===== src/core/sipm_pkg.sv =====
// Constants and types for the status interrupt and supply monitor
// Functional notes
// - Supply status register at 02, 1 means fault
// - Unmasked supply fault raises sequencer fault always
// - Edges on input-configured general pins interrupt
// - Interrupt masks stop masked sources interrupting
// - Set acknowledge bits first, then pull line low
// - Hold line low, freeze acknowledge contents
// - Ignore further changes while line is low
// - Host writes 0 to ack; line releases
// - Abandoned host transfer keeps line low
// - No timeout ever releases a pending interrupt
// - Power, charger, thermal, ADC, supply sources monitored
// - Status valid only after normal operation entered
// - Conversion complete is bit 7, interrupt source
// - ADC limits and high impedance are sources
package sipm_pkg;

  // Register offsets
  localparam logic [7:0] ADDR_SUPPLY_GOOD_STATUS = 8'h02;
  localparam logic [7:0] ADDR_IRQ_MASK_A         = 8'h03;
  localparam logic [7:0] ADDR_IRQ_MASK_B         = 8'h04;
  localparam logic [7:0] ADDR_IRQ_ACK_REG_A      = 8'h05;
  localparam logic [7:0] ADDR_IRQ_ACK_REG_B      = 8'h06;
  localparam logic [7:0] ADDR_SUPPLY_FAULT_MASK  = 8'h07;

  // Reset values
  localparam logic [7:0] RST_SUPPLY_FAULT_MASK = 8'h00;
  localparam logic [7:0] RST_IRQ_MASK_A        = 8'h00;
  localparam logic [7:0] RST_IRQ_MASK_B        = 8'h00;
  localparam logic [7:0] RST_ACK               = 8'h00;
  localparam logic [7:0] RST_RDATA             = 8'h00;

  // Field positions in irq_ack_reg_b and its mask
  localparam int BIT_CONV_DONE   = 7;
  localparam int BIT_AIN_HIZ     = 6;
  localparam int BIT_GP_PIN_B    = 5;
  localparam int BIT_GP_PIN_A    = 4;
  localparam int BIT_THERMAL     = 3;
  localparam int BIT_CHG_STATUS  = 2;
  localparam int BIT_ADC_ABOVE   = 1;
  localparam int BIT_ADC_BELOW   = 0;

  // Pin synchroniser depth
  localparam int SYNC_STAGES = 3;

  // Register access port from the serial host interface
  typedef struct packed {
    logic       wr;
    logic       rd;
    logic [7:0] addr;
    logic [7:0] wdata;
  } sipm_reg_req_t;

  // Same-clock status inputs from charger, power path and converter
  typedef struct packed {
    logic       conv_done;
    logic       ain_hiz;
    logic       thermal;
    logic       adc_above;
    logic       adc_below;
    logic [7:0] chg_status;
  } sipm_status_t;

  // Whole register state of the top module
  typedef struct packed {
    logic [7:0]   sup_mask;
    logic [7:0]   irq_mask_a;
    logic [7:0]   irq_mask_b;
    logic [7:0]   ack_a;
    logic [7:0]   ack_b;
    logic         pend;
    logic         int_n;
    logic         pg_fault;
    logic         live;
    logic [7:0]   rdata;
    logic         rvalid;
    logic [7:0]   sup_prev;
    logic [1:0]   gp_prev;
    sipm_status_t st_prev;
  } sipm_state_t;

endpackage


===== src/core/sipm_sync.sv =====
// Three-stage pin synchroniser with agreement filter
module sipm_sync #(
  parameter int W = 1
) (
  input  wire logic         i_clk_sys,
  input  wire logic         i_arst_n,
  input  wire logic [W-1:0] i_d,
  output logic      [W-1:0] o_q
);

  typedef struct packed {
    logic [W-1:0] s1;
    logic [W-1:0] s2;
    logic [W-1:0] s3;
    logic [W-1:0] q;
  } sipm_sync_st_t;

  sipm_sync_st_t st_r;
  sipm_sync_st_t st_nxt;

  // Width must be at least one bit
  initial begin
    if (W < 1 || sipm_pkg::SYNC_STAGES != 3) begin
      $error("sipm_sync: unsupported width or depth");
    end
  end

  // Stage one is read by stage two only; change taken once 2 and 3 agree
  always_comb begin
    st_nxt    = st_r;
    st_nxt.s1 = i_d;
    st_nxt.s2 = st_r.s1;
    st_nxt.s3 = st_r.s2;
    for (int i = 0; i < W; i++) begin
      if (st_r.s2[i] == st_r.s3[i]) begin
        st_nxt.q[i] = st_r.s3[i];
      end
    end
  end

  always_ff @(posedge i_clk_sys or negedge i_arst_n) begin
    if (!i_arst_n) begin
      st_r <= '0;
    end else begin
      st_r <= st_nxt;
    end
  end

  assign o_q = st_r.q;

endmodule


===== src/core/sipm_top.sv =====
// Status interrupt controller with supply power-good monitor
module sipm_top (
  input  wire logic                   i_clk_sys,
  input  wire logic                   i_arst_n,
  input  sipm_pkg::sipm_reg_req_t     i_reg_req,
  input  wire logic [7:0]             i_supply_fault,
  input  wire logic                   i_gp_pin_a,
  input  wire logic                   i_gp_pin_b,
  input  wire logic                   i_gp_pin_a_is_input,
  input  wire logic                   i_gp_pin_b_is_input,
  input  sipm_pkg::sipm_status_t      i_status,
  input  wire logic                   i_normal_mode,
  output logic                        o_int_n,
  output logic                        o_supply_good_status_fault,
  output logic [7:0]                  o_reg_rdata,
  output logic                        o_reg_rvalid
);

  sipm_pkg::sipm_state_t st_r;
  sipm_pkg::sipm_state_t st_nxt;

  logic [7:0] sup_sync;
  logic [1:0] gp_sync;

  // Supply comparators are analog and the general pins are external
  sipm_sync #(
    .W (8)
  ) u_sup_sync (
    .i_clk_sys (i_clk_sys),
    .i_arst_n  (i_arst_n),
    .i_d       (i_supply_fault),
    .o_q       (sup_sync)
  );

  sipm_sync #(
    .W (2)
  ) u_gp_sync (
    .i_clk_sys (i_clk_sys),
    .i_arst_n  (i_arst_n),
    .i_d       ({i_gp_pin_b, i_gp_pin_a}),
    .o_q       (gp_sync)
  );

  // Per-source change pulses
  logic [7:0] chg_a;
  logic [7:0] chg_b;
  logic [1:0] gp_edge;

  always_comb begin
    chg_a   = sup_sync ^ st_r.sup_prev;
    gp_edge = (gp_sync ^ st_r.gp_prev)
            & {i_gp_pin_b_is_input, i_gp_pin_a_is_input};
    chg_b   = 8'h00;
    chg_b[sipm_pkg::BIT_CONV_DONE] =
      i_status.conv_done ^ st_r.st_prev.conv_done;
    chg_b[sipm_pkg::BIT_AIN_HIZ] =
      i_status.ain_hiz ^ st_r.st_prev.ain_hiz;
    chg_b[sipm_pkg::BIT_GP_PIN_B] = gp_edge[1];
    chg_b[sipm_pkg::BIT_GP_PIN_A] = gp_edge[0];
    chg_b[sipm_pkg::BIT_THERMAL] =
      i_status.thermal ^ st_r.st_prev.thermal;
    // Charger, power input and battery bits share one source
    chg_b[sipm_pkg::BIT_CHG_STATUS] =
      |(i_status.chg_status ^ st_r.st_prev.chg_status);
    chg_b[sipm_pkg::BIT_ADC_ABOVE] =
      i_status.adc_above ^ st_r.st_prev.adc_above;
    chg_b[sipm_pkg::BIT_ADC_BELOW] =
      i_status.adc_below ^ st_r.st_prev.adc_below;
  end

  // Unmasked events, armed only once normal operation was reached
  logic [7:0] evt_a;
  logic [7:0] evt_b;
  logic       evt_any;

  always_comb begin
    evt_a   = chg_a & ~st_r.irq_mask_a & {8{st_r.live}};
    evt_b   = chg_b & ~st_r.irq_mask_b & {8{st_r.live}};
    evt_any = |{evt_a, evt_b};
  end

  // Write decode and acknowledge handling
  logic [7:0] ack_a_clr;
  logic [7:0] ack_b_clr;
  logic       ack_wr;

  always_comb begin
    ack_a_clr = st_r.ack_a;
    ack_b_clr = st_r.ack_b;
    ack_wr    = 1'b0;
    // Writing 1 leaves a flag alone; only a completed write acts
    if (i_reg_req.wr) begin
      if (i_reg_req.addr == sipm_pkg::ADDR_IRQ_ACK_REG_A) begin
        ack_a_clr = st_r.ack_a & i_reg_req.wdata;
        ack_wr    = 1'b1;
      end
      if (i_reg_req.addr == sipm_pkg::ADDR_IRQ_ACK_REG_B) begin
        ack_b_clr = st_r.ack_b & i_reg_req.wdata;
        ack_wr    = 1'b1;
      end
    end
  end

  // Single next-state process for all registers
  always_comb begin
    st_nxt = st_r;

    // Previous values for change detection
    st_nxt.sup_prev = sup_sync;
    st_nxt.gp_prev  = gp_sync;
    st_nxt.st_prev  = i_status;

    // Sticky: status counted as valid after first normal entry
    if (i_normal_mode) begin
      st_nxt.live = 1'b1;
    end

    // Sequencer fault ignores the interrupt line level
    st_nxt.pg_fault = |(sup_sync & ~st_r.sup_mask);

    // Configuration writes
    if (i_reg_req.wr) begin
      case (i_reg_req.addr)
        sipm_pkg::ADDR_IRQ_MASK_A: begin
          st_nxt.irq_mask_a = i_reg_req.wdata;
        end
        sipm_pkg::ADDR_IRQ_MASK_B: begin
          st_nxt.irq_mask_b = i_reg_req.wdata;
        end
        sipm_pkg::ADDR_SUPPLY_FAULT_MASK: begin
          st_nxt.sup_mask = i_reg_req.wdata;
        end
        default: begin
        end
      endcase
    end

    // Pending request: ack frozen, new changes dropped, no queueing
    if (st_r.pend) begin
      st_nxt.ack_a = ack_a_clr;
      st_nxt.ack_b = ack_b_clr;
      // Release only once host has cleared every latched flag
      if (ack_wr && ack_a_clr == 8'h00 && ack_b_clr == 8'h00) begin
        st_nxt.pend = 1'b0;
      end
      // No timer anywhere can clear pend
    end else begin
      // Event wins over a clear landing in the same cycle
      st_nxt.ack_a = ack_a_clr | evt_a;
      st_nxt.ack_b = ack_b_clr | evt_b;
      if (evt_any) begin
        st_nxt.pend = 1'b1;
      end
    end

    // Line follows pend a cycle later, so ack is set first
    st_nxt.int_n = ~st_r.pend;

    // Read data, registered; unmapped offsets read zero
    st_nxt.rvalid = i_reg_req.rd;
    if (i_reg_req.rd) begin
      case (i_reg_req.addr)
        sipm_pkg::ADDR_SUPPLY_GOOD_STATUS: begin
          st_nxt.rdata = sup_sync;
        end
        sipm_pkg::ADDR_IRQ_MASK_A: begin
          st_nxt.rdata = st_r.irq_mask_a;
        end
        sipm_pkg::ADDR_IRQ_MASK_B: begin
          st_nxt.rdata = st_r.irq_mask_b;
        end
        sipm_pkg::ADDR_IRQ_ACK_REG_A: begin
          st_nxt.rdata = st_r.ack_a;
        end
        sipm_pkg::ADDR_IRQ_ACK_REG_B: begin
          st_nxt.rdata = st_r.ack_b;
        end
        sipm_pkg::ADDR_SUPPLY_FAULT_MASK: begin
          st_nxt.rdata = st_r.sup_mask;
        end
        default: begin
          st_nxt.rdata = sipm_pkg::RST_RDATA;
        end
      endcase
    end
  end

  // Constants only under reset
  always_ff @(posedge i_clk_sys or negedge i_arst_n) begin
    if (!i_arst_n) begin
      st_r            <= '0;
      st_r.sup_mask   <= sipm_pkg::RST_SUPPLY_FAULT_MASK;
      st_r.irq_mask_a <= sipm_pkg::RST_IRQ_MASK_A;
      st_r.irq_mask_b <= sipm_pkg::RST_IRQ_MASK_B;
      st_r.ack_a      <= sipm_pkg::RST_ACK;
      st_r.ack_b      <= sipm_pkg::RST_ACK;
      st_r.rdata      <= sipm_pkg::RST_RDATA;
      st_r.int_n      <= 1'b1;
    end else begin
      st_r <= st_nxt;
    end
  end

  // Outputs straight from flip-flops
  assign o_int_n       = st_r.int_n;
  assign o_supply_good_status_fault = st_r.pg_fault;
  assign o_reg_rdata   = st_r.rdata;
  assign o_reg_rvalid  = st_r.rvalid;

endmodule


===== config.mk =====
export PLATFORM = sky130hd
export DESIGN_NAME = sipm_top
export DESIGN_NICKNAME = d
export VERILOG_FILES = /design/src/core/sipm_pkg.sv /design/src/core/sipm_sync.sv /design/src/core/sipm_top.sv
export SDC_FILE = /design/constraint.sdc
export NUM_CORES = 1
export LEC_CHECK = 0
export ABC_AREA = 1
export BUFFER_PORTS_ARGS = -buffer_cell sky130_fd_sc_hd__buf_2
export CORE_ASPECT_RATIO = 1.5
export CORE_MARGIN = 10
export CORE_UTILIZATION = 40
export DETAILED_ROUTE_END_ITERATION = 16
export MAX_ROUTING_LAYER = met4
export SLEW_MARGIN = 20
export SYNTH_ARGS = -nofsm -noshare
export SYNTH_HDL_FRONTEND = slang
export SYNTH_HIERARCHICAL = 1
export SYNTH_SLANG_ARGS = --single-unit

===== constraint.sdc =====
create_clock -name i_clk_sys -period 2 [get_ports i_clk_sys]
set_input_delay 0 -clock i_clk_sys [delete_from_list [all_inputs] [get_ports i_clk_sys]]
set_output_delay 0 -clock i_clk_sys [all_outputs]
set_load 0.05 [all_outputs]

==> flow_summary.json, run 1 <==
{
  "numCtsBuffers": 17,
  "yosys_warnings": 6,
  "multiInputGateArea_um2": 1657,
  "area_growth_pct": 27.39,
  "endpoint_kind": "flip-flop",
  "htreeDepth": 4,
  "synth_seq_area_share": 0.5843,
  "place_congestion": 0.8836,
  "maxCapViolCount": 0,
  "crit_type": "reg2reg",
  "port_buffers": 56,
  "vias": 3869,
  "ios": 57,
  "postSynthAreaPerCell_um2": 9.255,
  "routedWlPerCell_um": 15.17,
  "fin_crit_sh": 0.8000,
  "syn_inst": 537,
  "drt-pass1-iter-count": 5,
  "syn-num-nets": 583,
  "slew_headroom": 0.6691,
  "die-area_um2": 17370,
  "finalHoldViolCount": 0,
  "fp.dieH_um": 156.5,
  "holdWs_ns": 0.09560,
  "skew_ns": 0.006659,
  "cts.sinks": 116,
  "report.final.slew_viol_count": 0,
  "grt_pass1_vias": 3983,
  "rsz0062_at_grt": "no",
  "required_ns": 2.30,
  "viasPerCell": 4.861,
  "leakagePower_nw": 3.000,
  "die_w_um": 111.0,
  "vdd_drop_max_mv": 0.6266,
  "synthDistinctLibCells": 32,
  "ys_ff_latch": 116,
  "cts_tree": "yes",
  "fillers": 1074,
  "max_freq_mhz": 625.0,
  "fin_util": 0.5242,
  "final_cells": 796,
  "power.total_mw": 6.334,
  "drive_above_1_share": 0.2087,
  "r2r_setup_slack_ns": 0.40,
  "initial_core_util": 0.4115,
  "core_area_um2": 12080,
  "antenna_found_initial": 1,
  "power_density_nw_per_um2": 1000,
  "netlist_area_um2": 4970,
  "cp_max_fo": 9,
  "clk_pin_slew_worst_paths_ns": 0.05,
  "post_cts_buffers": 0,
  "drt_iter0_markers": 218,
  "hpwl_mm": 8.959,
  "dpl.cell_count": 727,
  "cp-start-kind": "flip-flop",
  "track_usage": 0.1468,
  "seq_area_um2": 2904,
  "cts.path.max_buffers": 2,
  "status": "complete, no violations",
  "tightest_slew_ns": 0.4947,
  "setup_viol": 0,
  "nets": 675,
  "ant_nets": 0,
  "hp-class": "in2async",
  "period_needed_ns": 1.600,
  "wl_mm": 12.08,
  "critPathArrivalTime_ns": 1.90,
  "grt_max_degree": 40,
  "cts_root_buffer": "clkbuf_16",
  "grt_overflow": 0,
  "grt_pass1_wl_mm": 19.91,
  "drcViolationCount": 0,
  "fin_tns_setup_ns": 0,
  "rows": 49,
  "insertion_delay_ns": 0.41
}
-- path summary, 6_finish.rpt --
| kind | depth (start not counted) | to | from |
|---|---|---|---|
| max | 9 | st_r[35]$_DFF_PN0_ | st_r[32]$_DFFE_PN0P_ |
| min | 2 | u_sup_sync/st_nxt[17]$_DFF_PN0_ | i_arst_n |
| max reg2reg | 9 | st_r[35]$_DFF_PN0_ | st_r[32]$_DFFE_PN0P_ |
| min reg2reg | 0 | u_sup_sync/st_nxt[10]$_DFF_PN0_ | u_sup_sync/st_nxt[18]$_DFF_PN0_ |
| max in group asynchronous | 3 | o_int_n$_DFF_PN1_ | i_arst_n |
| min in group i_clk_sys | 7 | st_r[45]$_DFF_PN0_ | i_reg_req[15] |
-- state kept, by name, indices dropped and copies added, names as in the netlist --
register                    flops
u_gp_sync/o_q                   2
o_int_n                         1
u_gp_sync/st_nxt                4
u_gp_sync/st_r                  2
o_reg_rdata                     8
u_sup_sync/st_nxt              16
o_supply_good_status_fault      1
o_reg_rvalid                    1
u_sup_sync/st_r                 8
st_r                           65
u_sup_sync/o_q                  8
-- routing by layer --
metal	share of wire	track usage	vias to the layer above
li1	-	-	1909
met1	0.39	0.1553	1811
met2	0.52	0.2466	123
met3	0.055	0.03980	26
met4	0.033	0.07858	0
met5	0	-	-
-- through the flow --
step / setup slack, ns / area (um^2)
2_1_floorplan: 0.7485 / 4970
3_3_place_gp: 0.4472 / 5325
3_5_place_dp: 0.4652 / 5325
4_1_cts: 0.4461 / 6329
5_1_grt: 0.2441 / 6331
6_report: 0.4001 / 6331
-- area by class of cell --
class | instances | area share
Timing Repair Buffer | 100 | 0.1130
Multi-Input combinational cell | 336 | 0.2617
Inverter | 58 | 0.03439
Sequential cell | 116 | 0.4587
Clock inverter | 12 | 0.02787
Tap cell | 153 | 0.03024
Antenna cell | 1 | 0.0003953
Clock buffer | 20 | 0.07372
-- critical path, cell delays in order, from the launching register on --
cell	delay, ns
dfrtp_1	0.41
inv_1	0.28
buf_4	0.20
a21oi_1	0.04
o211ai_1	0.11
nand4_1	0.11
nor2_1	0.12
nand2_1	0.07
nor2_1	0.09
nor2_1	0.05
-- placed cells by master (no fill, tap or decap), types with 2 or more instances in the layout --
cell	n
or2_2	4
o21ai_2	16
nor2_1	71
bufinv_16	4
o211ai_1	3
buf_2	55
a21oi_1	34
dfrtp_1	115
nand2_2	6
clkinv_2	3
xnor2_1	2
o21ai_0	45
clkbuf_8	3
inv_2	4
clkbuf_16	17
inv_1	54
clkinv_4	2
a31oi_1	8
dlygate4sd3_1	36
o22ai_1	3
nand3_1	21
nor2_4	2
xor2_1	4
nand4_1	3
nand2_1	102
clkinvlp_4	2
nor3_4	2
buf_4	8
nand2_4	2
o21ai_1	2
-- cells in the mapped netlist (all sizes together) --
library cell | n | area, um^2
dfrtp | 115 | 2878
nand3 | 21 | 105.1
buf | 24 | 180.2
xor2 | 4 | 35.03
xnor2 | 2 | 17.52
nor3 | 3 | 37.53
o22ai | 3 | 18.77
o21bai | 1 | 7.510
nor3b | 1 | 7.510
nand4 | 3 | 18.77
a31oi | 8 | 50.05
nor2 | 74 | 309.0
a21oi | 34 | 170.2
clkbuf | 3 | 11.26
nand2 | 110 | 442.9
inv | 58 | 217.7
o211ai | 3 | 22.52
dfstp | 1 | 26.28
or4 | 1 | 7.510
o21ai | 63 | 375.4
or2 | 5 | 31.28
-- logic make-up (layout without fill, tap and decap cells) --
logic type	after synthesis	count (layout)	synth area share
AOI/OAI and AO/OA	112	112	0.1297
xor gates and xnor gates	6	6	0.01057
buffers and inverters	85	190	0.08232
DFF	116	116	0.5843
other	0	1	0
and+or+nand+nor	218	218	0.1931
-- power breakdown --
| group | internal, mW | switching [mW] | total, mW |
|---|---|---|---|
| Sequential | 2.48 | 0.0960 | 2.58 |
| Combinational | 0.201 | 0.323 | 0.524 |
| Clock | 2.18 | 1.05 | 3.23 |
-- what timing repair did --
item                                   CTS  global route
endpoints found under the hold margin  163             0
hold buffers                            36             0
resized for setup                        0             0
(Power assumes the default switching activity.)
==> run 2, diff against run 1 <==
clock period = 1.6 ns   (was 2 ns; I/O delays follow)
==> run 2 against run 1 <==
Maximum frequency rose by 13%. Sequential share of layout area fell by 0.57 points. Largest cell class unchanged. Core utilization rose by 0.66 points. Non-clock buffer count rose by 10. First-iteration DRC count fell by 24%. Highest routed layer unchanged. Largest power group unchanged. Worst setup slack got worse by 0.22 ns. Cell count rose by 1.1%. Final area rose by 1.3%.
==> flow_summary.json, run 2 (same netlist as run 1, synthesis figures left out) <==
{
  "slew_headroom": 0.7151,
  "maxCapViolCount": 0,
  "nets": 685,
  "report.final.slew_viol_count": 0,
  "endpoint_kind": "flip-flop",
  "ant_nets": 0,
  "fin_crit_sh": 0.8850,
  "dpl_cell_area_um2": 5393,
  "rows": 49,
  "critPathArrivalTime_ns": 1.71,
  "initial_core_util": 0.4115,
  "routedWlPerCell_um": 14.28,
  "status": "complete, no violations",
  "diodes": 0,
  "die-area_um2": 17370,
  "seq_area_um2": 2904,
  "hpwl_mm": 8.774,
  "max_stage_delay_ns": 0.54,
  "crit_chain": "xnor2_1, nor2_1, nand2_1, nand2_1, dlygate4sd3_1",
  "required_ns": 1.89,
  "largest_reg_flops": 65,
  "finalHoldViolCount": 0,
  "cp_max_fo": 4,
  "vdd_drop_max_mv": 0.8772,
  "numCtsBuffers": 17,
  "power_density_nw_per_um2": 1238,
  "place_congestion": 0.9482,
  "leakagePower_nw": 3.056,
  "holdWs_ns": 0.07153,
  "cp-start-kind": "flip-flop",
  "cts_root_buffer": "clkbuf_16",
  "cp_common_cell": "nand2_1",
  "grt_pass1_vias": 4070,
  "setup_viol": 0,
  "crit_type": "reg2reg",
  "power.total_mw": 7.937,
  "design_area_um2": 6411,
  "clk_pin_slew_worst_paths_ns": 0.05,
  "drt-pass1-iter-count": 4,
  "grt_pass1_wl_mm": 19.63,
  "drt_iter0_markers": 166,
  "viasPerCell": 4.763,
  "port_buffers": 56,
  "fin_tns_setup_ns": 0,
  "grt_max_degree": 34,
  "ios": 57,
  "area_growth_pct": 29.00,
  "crit_slowest_cell": "dlygate4sd3_1",
  "hp-class": "in2async",
  "max_freq_mhz": 706.2,
  "core_area_um2": 12080,
  "insertion_delay_ns": 0.41,
  "tightest_slew_ns": 0.4274,
  "rsz0062_at_grt": "no",
  "final_cell_mix": "dfrtp_1 (115), nand2_1 (102), nor2_1 (71)",
  "antenna_found_initial": 0,
  "cts.path.max_buffers": 2,
  "drive_above_1_share": 0.2163,
  "vias": 3834,
  "wl_mm": 11.49,
  "htreeDepth": 4,
  "regMostFlops": "st_r",
  "grt_overflow": 0,
  "skew_ns": 0.006510,
  "period_needed_ns": 1.416,
  "fillers": 1073,
  "cts_tree": "yes",
  "die_w_um": 111.0,
  "multiInputGateArea_um2": 1657,
  "track_usage": 0.1435,
  "fp.dieH_um": 156.5,
  "layout_commonest_cell": "dfrtp_1",
  "drcViolationCount": 0,
  "cts.sinks": 116
}
## run 2: area by class of cell
class,count,area share
Sequential cell,116,0.4530
Multi-Input combinational cell,336,0.2584
Timing Repair Buffer,110,0.1237
Clock buffer,24,0.07826
Inverter,58,0.03396
Tap cell,153,0.02986
Clock inverter,8,0.02283
## run 2: metal layers
layer	vias to the layer above	global-route usage	wire length, um
met5	-	-	0
met4	0	0.06384	261
met3	23	0.03789	512
met2	81	0.2489	6017
met1	1809	0.1510	4702
li1	1921	-	-
## run 2: final timing paths
| check | start | end | slack, ns | cells after the start |
|---|---|---|---|---|
| max in group asynchronous | i_arst_n | o_int_n$_DFF_PN1_ | 0.94 | 3 |
| worst max register to register | u_gp_sync/o_q[1]$_DFFE_PN0N_ | st_r[41]$_DFF_PN0_ | 0.18 | 5 |
| worst min-delay path | i_arst_n | u_sup_sync/st_nxt[9]$_DFF_PN0_ | 0.07 | 2 |
| worst max-delay path | u_gp_sync/o_q[1]$_DFFE_PN0N_ | st_r[41]$_DFF_PN0_ | 0.18 | 5 |
| min in group i_clk_sys | i_reg_req[15] | st_r[42]$_DFF_PN0_ | 0.11 | 7 |
| worst min register to register | u_sup_sync/st_nxt[23]$_DFF_PN0_ | u_sup_sync/st_nxt[15]$_DFF_PN0_ | 0.34 | 0 |
## run 2: worst max-delay path, delay by kind of cell, from the launching register on
family | cells | cell delay (ns)
xor gates and xnor gates | 1 | 0.17
buffers and inverters | 1 | 0.54
DFF | 1 | 0.41
and+or+nand+nor | 3 | 0.18
## run 2: repair_timing
item / CTS / global route
hold endpoints to repair: 179 / 0
setup endpoints to repair: 0 / 0
hold buffers: 37 / 0
resized for setup: 0 / 0
setup buffers: 0 / 0
## run 2: stage by stage
step / instances / util / worst slack [ns]
5_1_grt: 805 / 0.5308 / 0.01351
3_5_place_dp: 736 / 0.4465 / 0.2013
4_1_cts: 805 / 0.5308 / 0.1710
2_1_floorplan: 537 / - / 0.3485
6_report: 805 / 0.5308 / 0.1841
3_3_place_gp: 736 / 0.4465 / 0.1839
## run 2: power by group
| part | leakage, nW | internal [mW] | switching [mW] |
|---|---|---|---|
| Combinational | 1.35 | 0.256 | 0.395 |
| Sequential | 1.39 | 3.11 | 0.112 |
| Clock | 0.316 | 2.81 | 1.26 |
| Total | 3.06 | 6.17 | 1.77 |
